`src/imc_pkg.sv`:
```
// Purpose: Shared constants and carrier types of the mask and threshold block.
// Assumes: Register addresses are the modem register numbers, not bytes.
// Notes:   Status bit positions mirror the enable bit positions.
package imc_pkg;

	// Register numbers on the modem register port.
	localparam logic [5:0]  THRESH_ADDR     = 6'h04;
	localparam logic [5:0]  IEN_ADDR        = 6'h05;

	// Field positions of the threshold register.
	localparam int          THRESH_LSB      = 8;
	localparam int          COMP_LSB        = 0;

	// Reset values.
	localparam logic [7:0]  THRESH_RESET    = 8'h00;
	localparam logic [7:0]  COMP_RESET      = 8'h8d;
	localparam logic [15:0] IEN_RESET       = 16'h8000;

	// Bit positions of the enable register and the status vector.
	localparam int          ATTN_BIT        = 15;
	localparam int          RAM_ADDR_BIT    = 12;
	localparam int          ARB_BUSY_BIT    = 11;
	localparam int          STRM_ERR_BIT    = 10;
	localparam int          PLL_BIT         = 9;
	localparam int          DEEP_DOZE_BIT   = 8;
	localparam int          DOZE_BIT        = 4;
	localparam int          CMP_FOUR_BIT    = 3;
	localparam int          CMP_THREE_BIT   = 2;
	localparam int          CMP_TWO_BIT     = 1;
	localparam int          CMP_ONE_BIT     = 0;

	// Bits that gate sources, and bits software may change.
	localparam logic [15:0] IEN_SRC_MASK    = 16'h9e1f;
	localparam logic [15:0] IEN_WR_MASK     = 16'h9f1f;

	// One register access from the modem register port.
	typedef struct packed {
		logic        wr;
		logic        rd;
		logic [5:0]  addr;
		logic [15:0] wdata;
	} imc_reg_req_t;

	// Interrupt source events, one-cycle pulses.
	typedef struct packed {
		logic attn;
		logic ram_addr_err;
		logic arb_busy_err;
		logic strm_data_err;
		logic pll_unlock;
		logic doze;
		logic compare_four_event;
		logic compare_three_event;
		logic compare_two_event;
		logic compare_one_event;
	} imc_ev_t;

	// Places the events at their enable bit positions.
	function automatic logic [15:0] ev_vector(input imc_ev_t ev);
		logic [15:0] v;
		v                = 16'h0000;
		v[ATTN_BIT]      = ev.attn;
		v[RAM_ADDR_BIT]  = ev.ram_addr_err;
		v[ARB_BUSY_BIT]  = ev.arb_busy_err;
		v[STRM_ERR_BIT]  = ev.strm_data_err;
		v[PLL_BIT]       = ev.pll_unlock;
		v[DOZE_BIT]      = ev.doze;
		v[CMP_FOUR_BIT]  = ev.compare_four_event;
		v[CMP_THREE_BIT] = ev.compare_three_event;
		v[CMP_TWO_BIT]   = ev.compare_two_event;
		v[CMP_ONE_BIT]   = ev.compare_one_event;
		return v;
	endfunction

endpackage

```
`src/imc_regs.sv`:
```
// Purpose: Threshold and interrupt enable registers with their effects.
// Assumes: The modem SPI slave hands decoded register accesses to this
//          block; the CCA engine sits outside, the status register sits inside.
// Notes:   Reads answer one clock after the request with a valid pulse.
//
// What this block does
// - Eight-bit threshold, upper byte, resets zero.
// - Add half offset to energy or LQI.
// - Offset byte resets to 8d.
// - Interrupt when enabled status bit is true.
// - Reading status clears the pending interrupt.
// - Disabled sources still set status bits.
// - Bit 15 enables attention, set at reset.
// - Bit 12 enables packet RAM address error.
// - Bit 11 enables RAM arbiter busy error.
// - Bit 10 enables stream data error.
// - Bit 9 enables oscillator unlock interrupt.
// - Deep doze waits attention, stops timer clocks.
// - Normal doze exits on compare two or attention.
// - Bit 4 enables doze timer interrupt.
// - Bits 3..0 enable compare four..one.
// - Receive stream event; data read clears it.
`timescale 1ns/1ps
module imc_regs (
	input  wire logic                 clk_i,
	input  wire logic                 rst_i,
	// Decoded register access from the SPI slave.
	input  wire imc_pkg::imc_reg_req_t reg_req_i,
	output logic               [15:0] reg_rdata_o,
	output logic                      reg_rvalid_o,
	// Status register read and receive data port read strobes.
	input  wire logic                 status_rd_i,
	input  wire logic                 rx_data_rd_i,
	// Interrupt sources.
	input  wire imc_pkg::imc_ev_t     events_i,
	input  wire logic                 rx_strm_word_i,
	input  wire logic                 rx_strm_en_i,
	// Measurements to be compensated.
	input  wire logic                 measure_valid_i,
	input  wire logic           [7:0] measure_i,
	// Doze control.
	input  wire logic                 doze_req_i,
	input  wire logic                 attn_i,
	// Results and state.
	output logic                [7:0] channel_clear_threshold_o,
	output logic                [7:0] assess_result_o,
	output logic                      assess_valid_o,
	output logic               [15:0] status_o,
	output logic                      rx_strm_o,
	output logic                      irq_o,
	output logic                      dozing_o,
	output logic                      timer_clk_en_o
);

	// All register state of this module.
	typedef struct packed {
		logic [7:0]  thresh;
		logic [7:0]  comp;
		logic [15:0] ien;
		logic [15:0] rdata;
		logic        rvalid;
		logic [7:0]  result;
		logic        result_valid;
	} imc_regs_st_t;

	imc_regs_st_t st_reg;
	imc_regs_st_t st_next;

	logic [15:0] event_vec;
	logic [8:0]  comp_sum;
	logic        thresh_sel;
	logic        ien_sel;

	// Address decode of the two registers.
	assign thresh_sel = (reg_req_i.addr == imc_pkg::THRESH_ADDR);
	assign ien_sel    = (reg_req_i.addr == imc_pkg::IEN_ADDR);

	// Events placed at their enable bit positions.
	assign event_vec = imc_pkg::ev_vector(events_i);

	// Offset is halved before the add; the sum saturates rather than wraps
	// so a large gain offset cannot fold a strong signal into a weak one.
	assign comp_sum = {1'b0, measure_i} + {2'b00, st_reg.comp[7:1]};

	// Next state of the register file and the result path.
	always_comb begin
		st_next = st_reg;
		st_next.rvalid = 1'b0;
		st_next.result_valid = 1'b0;

		// Register writes; the host owns the encoding of each value.
		if (reg_req_i.wr && thresh_sel) begin
			st_next.thresh = reg_req_i.wdata[imc_pkg::THRESH_LSB +: 8];
			st_next.comp   = reg_req_i.wdata[imc_pkg::COMP_LSB +: 8];
		end
		if (reg_req_i.wr && ien_sel) begin
			// Reserved bits are held at their reset value.
			st_next.ien = (reg_req_i.wdata & imc_pkg::IEN_WR_MASK)
				| (imc_pkg::IEN_RESET & ~imc_pkg::IEN_WR_MASK);
		end

		// Register reads; an unmapped number answers zero.
		if (reg_req_i.rd) begin
			st_next.rvalid = 1'b1;
			if (thresh_sel) begin
				st_next.rdata = {st_reg.thresh, st_reg.comp};
			end else if (ien_sel) begin
				st_next.rdata = st_reg.ien;
			end else begin
				st_next.rdata = 16'h0000;
			end
		end

		// Compensated assessment result.
		if (measure_valid_i) begin
			st_next.result_valid = 1'b1;
			if (comp_sum[8]) begin
				st_next.result = 8'hff;
			end else begin
				st_next.result = comp_sum[7:0];
			end
		end
	end

	// Register stage; reset loads the documented defaults.
	always_ff @(posedge clk_i) begin
		if (rst_i) begin
			st_reg.thresh       <= imc_pkg::THRESH_RESET;
			st_reg.comp         <= imc_pkg::COMP_RESET;
			st_reg.ien          <= imc_pkg::IEN_RESET;
			st_reg.rdata        <= 16'h0000;
			st_reg.rvalid       <= 1'b0;
			st_reg.result       <= 8'h00;
			st_reg.result_valid <= 1'b0;
		end else begin
			st_reg <= st_next;
		end
	end

	assign channel_clear_threshold_o = st_reg.thresh;
	assign assess_result_o           = st_reg.result;
	assign assess_valid_o            = st_reg.result_valid;
	assign reg_rdata_o               = st_reg.rdata;
	assign reg_rvalid_o              = st_reg.rvalid;

	// Status latching and interrupt gating by bits 15, 12..9, 4 and 3..0.
	imc_status u_status (
		.clk_i         (clk_i),
		.rst_i         (rst_i),
		.event_vec_i   (event_vec),
		.ien_i         (st_reg.ien),
		.status_rd_i   (status_rd_i),
		.rx_strm_set_i (rx_strm_word_i),
		.rx_strm_en_i  (rx_strm_en_i),
		.rx_data_rd_i  (rx_data_rd_i),
		.status_o      (status_o),
		.rx_strm_o     (rx_strm_o),
		.irq_o         (irq_o)
	);

	// Doze control; deep doze comes straight from the enable register.
	imc_doze u_doze (
		.clk_i               (clk_i),
		.rst_i               (rst_i),
		.doze_req_i          (doze_req_i),
		.deep_doze_i         (st_reg.ien[imc_pkg::DEEP_DOZE_BIT]),
		.attn_i              (attn_i),
		.timer_compare_two_i (events_i.compare_two_event),
		.dozing_o            (dozing_o),
		.timer_clk_en_o      (timer_clk_en_o)
	);

endmodule

```
`src/imc_status.sv`:
```
// Purpose: Sticky status bits and the single interrupt output.
// Assumes: Events are one-cycle pulses synchronous to clk_i.
// Notes:   A set in the cycle of a clear wins, so no event is lost.
`timescale 1ns/1ps
module imc_status (
	input  wire logic        clk_i,
	input  wire logic        rst_i,
	input  wire logic [15:0] event_vec_i,
	input  wire logic [15:0] ien_i,
	input  wire logic        status_rd_i,
	input  wire logic        rx_strm_set_i,
	input  wire logic        rx_strm_en_i,
	input  wire logic        rx_data_rd_i,
	output logic      [15:0] status_o,
	output logic             rx_strm_o,
	output logic             irq_o
);

	typedef struct packed {
		logic [15:0] status;
		logic        rx_strm;
		logic        irq;
	} imc_status_st_t;

	imc_status_st_t st_reg;
	imc_status_st_t st_next;

	// Status bits latch even with the enable low; only the pin is gated.
	always_comb begin
		st_next = st_reg;
		st_next.status = (st_reg.status & ~{16{status_rd_i}})
			| (event_vec_i & imc_pkg::IEN_SRC_MASK);
		st_next.rx_strm = (st_reg.rx_strm & ~(status_rd_i | rx_data_rd_i))
			| rx_strm_set_i;
		st_next.irq = |(st_next.status & ien_i & imc_pkg::IEN_SRC_MASK)
			| (st_next.rx_strm & rx_strm_en_i);
	end

	// Single register stage keeps the pin glitch free.
	always_ff @(posedge clk_i) begin
		if (rst_i) begin
			st_reg <= '0;
		end else begin
			st_reg <= st_next;
		end
	end

	assign status_o  = st_reg.status;
	assign rx_strm_o = st_reg.rx_strm;
	assign irq_o     = st_reg.irq;

endmodule

```
`src/imc_doze.sv`:
```
// Purpose: Doze exit control and timer clock enable.
// Assumes: Doze entry request comes from the modem sequencer.
// Notes:   Deep doze ignores the timer compare, so only attention wakes.
`timescale 1ns/1ps
module imc_doze (
	input  wire logic clk_i,
	input  wire logic rst_i,
	input  wire logic doze_req_i,
	input  wire logic deep_doze_i,
	input  wire logic attn_i,
	input  wire logic timer_compare_two_i,
	output logic      dozing_o,
	output logic      timer_clk_en_o
);

	typedef enum logic {
		IMC_AWAKE,
		IMC_DOZE
	} imc_doze_state_t;

	typedef struct packed {
		imc_doze_state_t state;
		logic            clk_en;
	} imc_doze_st_t;

	imc_doze_st_t st_reg;
	imc_doze_st_t st_next;

	// Wake conditions depend on the deep doze enable.
	always_comb begin
		st_next = st_reg;
		unique case (st_reg.state)
			IMC_AWAKE: begin
				if (doze_req_i) begin
					st_next.state = IMC_DOZE;
				end
			end
			IMC_DOZE: begin
				if (attn_i) begin
					st_next.state = IMC_AWAKE;
				end else if (!deep_doze_i && timer_compare_two_i) begin
					st_next.state = IMC_AWAKE;
				end
			end
		endcase
		st_next.clk_en = !(st_next.state == IMC_DOZE && deep_doze_i);
	end

	// State register.
	always_ff @(posedge clk_i) begin
		if (rst_i) begin
			st_reg <= '{state: IMC_AWAKE, clk_en: 1'b1};
		end else begin
			st_reg <= st_next;
		end
	end

	assign dozing_o       = (st_reg.state == IMC_DOZE);
	assign timer_clk_en_o = st_reg.clk_en;

endmodule

```
`config.mk`:
```
export PLATFORM = sky130hd
export DESIGN_NAME = imc_regs
export DESIGN_NICKNAME = d
export VERILOG_FILES = /design/src/imc_pkg.sv /design/src/imc_regs.sv /design/src/imc_status.sv /design/src/imc_doze.sv
export SDC_FILE = /design/constraint.sdc
export NUM_CORES = 1
export LEC_CHECK = 0
export BUFFER_PORTS_ARGS = -buffer_cell sky130_fd_sc_hd__buf_4
export CORE_UTILIZATION = 23
export DETAILED_ROUTE_END_ITERATION = 16
export GPL_TIMING_DRIVEN = 0
export HOLD_SLACK_MARGIN = 0.15
export MAX_ROUTING_LAYER = met4
export PLACE_DENSITY = 0.49
export SYNTH_ARGS = -nofsm -noshare
export SYNTH_HDL_FRONTEND = slang
export SYNTH_SLANG_ARGS = --single-unit
export TNS_END_PERCENT = 10
```
`constraint.sdc`:
```
create_clock -name clk_i -period 2 [get_ports clk_i]
set_input_delay 0 -clock clk_i [delete_from_list [all_inputs] [get_ports clk_i]]
set_output_delay 0 -clock clk_i [all_outputs]
set_load 0.01 [all_outputs]
```
-- After elaboration in Yosys (flattened, before gate mapping)
Index checks and enable logic that the tools add are counted.
- add/sub/neg operators: 1
- equal/unequal tests: 2
- multiplexer cells: 9
- bitwise operators: 11
- reductions and logical operators: 7
- operators with widths (kind ; number):
    $and 16x16->16 ; 2
    $mux 16 ; 2
    $not 16->16 ; 1
    $or 16x16->16 ; 1
    $eq 6x3->1 const B ; 2
    $reduce_or 10->1 ; 1
    $add 8x7->9 ; 1
    $mux 8 ; 1
    $mux 1 ; 5
    $logic_and 1x1->1 ; 4
    $or 1x1->1 ; 3
    $and 1x1->1 ; 2
    $logic_not 1->1 ; 2
    $not 1->1 ; 2
    $pmux 1 s2 ; 1
- flip-flop bits (word level): 73
- input port bits: 51
- output and inout bits: 54
- logic and storage cells: 42

-- Depth between registers and ports, before layout
- depth in word-level cells: 7
- gate-level depth with buffers: 6
- gate-level depth less buffers: 6

-- Hierarchy
A second synthesis with hierarchy kept.
- cell total of the unflattened synthesis: 353
- area total of the unflattened synthesis: 3261.9 um^2
- modules (own cells, without submodules) (module ; instances ; cells an instance ; area each (um^2) ; seq. area each (um^2)):
    imc_regs ; 1 ; 277 ; 2528.7 ; 1061.0
    imc_status ; 1 ; 67 ; 651.9 ; 360.3
    imc_doze ; 1 ; 9 ; 81.3 ; 40.0

-- Least setup slack after synthesis
Ideal clock, no wire load.
- kind: register to register
- start point: register st_reg[43] (netlist bit)
- end point: register st_reg, in the netlist assess_result_o[5]
- setup time: 128 ps
- arrival: 1809 ps
- required time: 1872 ps
- slack: 63 ps
- stages on the path, launching flop included: 7
- path buffers: 0
- cells stage by stage: dfxtp_1 ha_1 fa_1 a21o_1 a221oi_1 o211a_1 o211ai_1
- longest elaborated chain between the ends: 2
- RTL lines (item ; line ; RTL):
    start, declared ; imc_regs.sv:66 ; imc_regs_st_t st_reg;
    start signal, assigned ; imc_regs.sv:136 ; st_reg <= st_next;
    $add 8x7->9 ; imc_regs.sv:83 ; assign comp_sum = {1'b0, measure_i} + {2'b00, st_reg.comp[7:1]};
    $mux 8 ; imc_regs.sv:117 ; if (comp_sum[8]) begin
Every way passes these cells.
A chain may end at the register's enable or synchronous reset.

-- Worst setup path after layout
- start point: register st_reg[43] (netlist bit)
- end point: register st_reg, in the netlist assess_result_o[7]
Same word-level chain as after synthesis.

==> qor.yml <==
status:
  status: "complete, but fails checks"
  violations: "negative setup slack"
power_and_ir_drop:
  max-vdd-ir-drop_mv: 0.736
  power_density_nw_per_um2: 761
  clkPwrFrac_pct: 48.0
  power_switching_uw: 856
  combinationalPowerShare_pct: 12.2
  leakagePower_nw: 2.11
  internal_power_mw: 2.99
  swShare_pct: 22.3
  seqPwrFrac_pct: 39.8
cells_and_area:
  n_antenna_cell: 0
  drive_above_1_share_pct: 31.9
  syn_to_final_growth_pct: 56.4
  fillCellCount: 1416
  final_nets: 578
  final_core_util_pct: 37.5
  final_area_sq_um: 5040
  largest_reg_flops: 19
  final_cells: 700
worst_hold_path:
  min_to: "st_reg[26]"
  hp-start: "reg_req_i[16]"
  min_path_type: "in2reg"
  min_path_cells: 4
worst_setup_path:
  rrSetupSlack_ps: -10
  critical_path.top_delay_family: "adder cells"
  worst_path_max_delay_cell: "or4_4"
  crit_chain: "ha_4, fa_2, a21o_1, or4_4, o31ai_2, o21ai_1"
  crit_fanout: 3
  path_class: "reg2reg"
  cp-start-kind: "register"
  arrival_ps: 2230
  cp_slowest_stage_delay_ps: 420
  worst-path-buf-inv: 0
  rr_startpoint: "st_reg[43]"
  end_kind: "register"
  rr_endpoint: "assess_result_o[7]"
  critPathRequiredTime_ps: 2220
  worstRegToRegCells: 6
clock_network:
  cts_max_path_buffers: 2
  cts.clk_slew.worst_paths_ps: 60
  clock_sinks: 73
  cts_root_buf: "clkbuf_16"
  numCtsBuffers: 9
  cts_tree: "built"
  h-tree-depth: 3
  clk-insertion-delay-late_ps: 340
timing:
  drv_slew: 0
  max_slew_margin_pct: 58.6
  finClkSkew_ps: 6.34
  rsz0062_at_grt: "true"
  tightestPinTransition_ps: 620
  fin_crit_sh_pct: 101
  whs_ps: 178
  hold_viol: 0
  max_freq_mhz: 497
  finalSetupViolCount: 1
  fin_ws_ps: -12.3
  fin_crit_ps: 2010
yosys:
  synth.area.top_cells: "dfxtp_1, buf_4, nor2_1"
  synth_edf_count: 0
  synth_top_flop_cell: "dfxtp_1"
  async_reset_ff_share_pct: 0
  synth_top_area_cell: "dfxtp_1"
  netlist_top_cells_count: "dfxtp_1, nor2_1, buf_4"
  synth_area_per_cell_sq_um: 8.98
  ys_ff_latch: 73
  yosysMostFrequentCell: "dfxtp_1"
  yosysWarnings: 0
  yosys.cell_types.count: 44
  synth_nets: 418
  ys_seq_area_share_pct: 45.3
  synthesis.instances: 359
  synth_top_area_share_pct: 45.3
  synth.cell_area_sq_um: 3230
route:
  detail-route-antenna-nets: 0
  detail_route.wl_per_cell_um: 14.4
  wirelength_mm: 10.1
  drt-pass1-iter-count: 4
  drc: 0
  drt_iter0_drc: 120
  viasPerCell: 4.37
  vias: 3059
grt:
  antenna_found_initial: 0
  grt_usage_pct: 14.6
  grt_max_degree: 13
  grt_first_pass_wirelength_mm: 15.5
  grt_pass1_vias: 3108
  overflow: 0
die:
  io_pins: 105
  dieHeight_um: 120
  die_w_um: 120
  coreArea_sq_um: 13500
  die-area_sq_um: 14500
  num_rows: 42
  initial_core_util_pct: 24.0
placement:
  port_buffers: 102
  gp_congestion: 0.770
  placedCellCount: 637
  dpl_cell_area_sq_um: 4210
  hpwl_mm: 7.25
flow_run:
  maxCapViolCount: 0
power by group through the flow:
stage / registers, mW / clock network [mW] / logic, mW
after detailed placement: 1.56 / 0 / 0.401
final: 1.53 / 1.84 / 0.470
after CTS: 1.53 / 1.88 / 0.468
after global routing: 1.53 / 1.96 / 0.511
after floorplan: 1.56 / 0 / 0.189
after global placement: 1.56 / 0 / 0.396
worst register-to-register path, cell delays in order, from the launching register on:
cell,delay (ps)
dfxtp_4,360
ha_4,170
fa_2,400
a21o_1,230
or4_4,420
o31ai_2,230
o21ai_1,90
per-layer routing:
metal / share of wire, % / track usage [%]
met3: 4.8 / 3.87
met1: 46 / 17.5
met2: 48 / 24.0
met4: 1.1 / 4.55
met5: 0 / -
stage by stage:
step           setup TNS, ps  total power [mW]  worst slack (ps)
2_1_floorplan              0              1.75              63.3
3_3_place_gp           -1170              1.95              -164
3_5_place_dp           -1230              1.96              -179
4_1_cts                    0              3.88              22.4
5_1_grt                 -432              4.01             -64.0
6_report               -12.3              3.84             -12.3
cell usage in the layout (no fill, tap or decap), drive strengths merged, types with 16 or more instances in the layout:
cell	n
a211oi	18
a21oi	24
buf	144
clkbuf	22
dfxtp	73
dlygate4sd3	44
mux2i	16
nand2	21
nand3	18
nor2	48
final cells by class:
cell class                      count  area (sq um)  share of cell area, %
Inverter                           10          37.5                  0.744
Tap cell                          176           220                   4.37
Sequential cell                    73          1470                   29.0
Multi-Input combinational cell    226          1430                   28.4
Clock inverter                      5           104                   2.06
Clock buffer                       11           233                   4.61
Buffer                             50           323                   6.40
Timing Repair Buffer              149          1230                   24.4
cells by family after synthesis:
family | count (synthesis) | share of synthesized area, %
XOR/XNOR | 4 | 1.09
AND/OR/NAND/NOR | 122 | 18.9
buffers and inverters | 60 | 11.2
multiplexers | 16 | 4.96
flip-flops | 73 | 45.3
AO/OA/AOI/OAI | 76 | 15.3
adder cells (fa/ha/maj) | 8 | 3.34
how the worst max path moves through the flow:
stage | startpoint | endpoint | slack [ps] | cells past startpoint
after floorplan | st_reg[43] | assess_result_o[5] | 60 | 6
after global placement | st_reg[43] | assess_result_o[0] | -160 | 6
after detailed placement | st_reg[43] | assess_result_o[2] | -180 | 6
after CTS | st_reg[43] | assess_result_o[7] | 20 | 6
after global routing | st_reg[43] | assess_result_o[2] | -60 | 6
final | st_reg[43] | assess_result_o[7] | -10 | 6
repair_timing:
item | in CTS | in global routing
gates cloned | 0 | 0
endpoints found under the hold margin | 51 | 0
setup endpoints to repair | 8 | 9
buffers inserted | 1 | 2
pin swaps | 3 | 5
gates resized for setup | 3 | 7
hold buffers | 44 | 0
No activity file was read; power rests on OpenSTA's default activity.
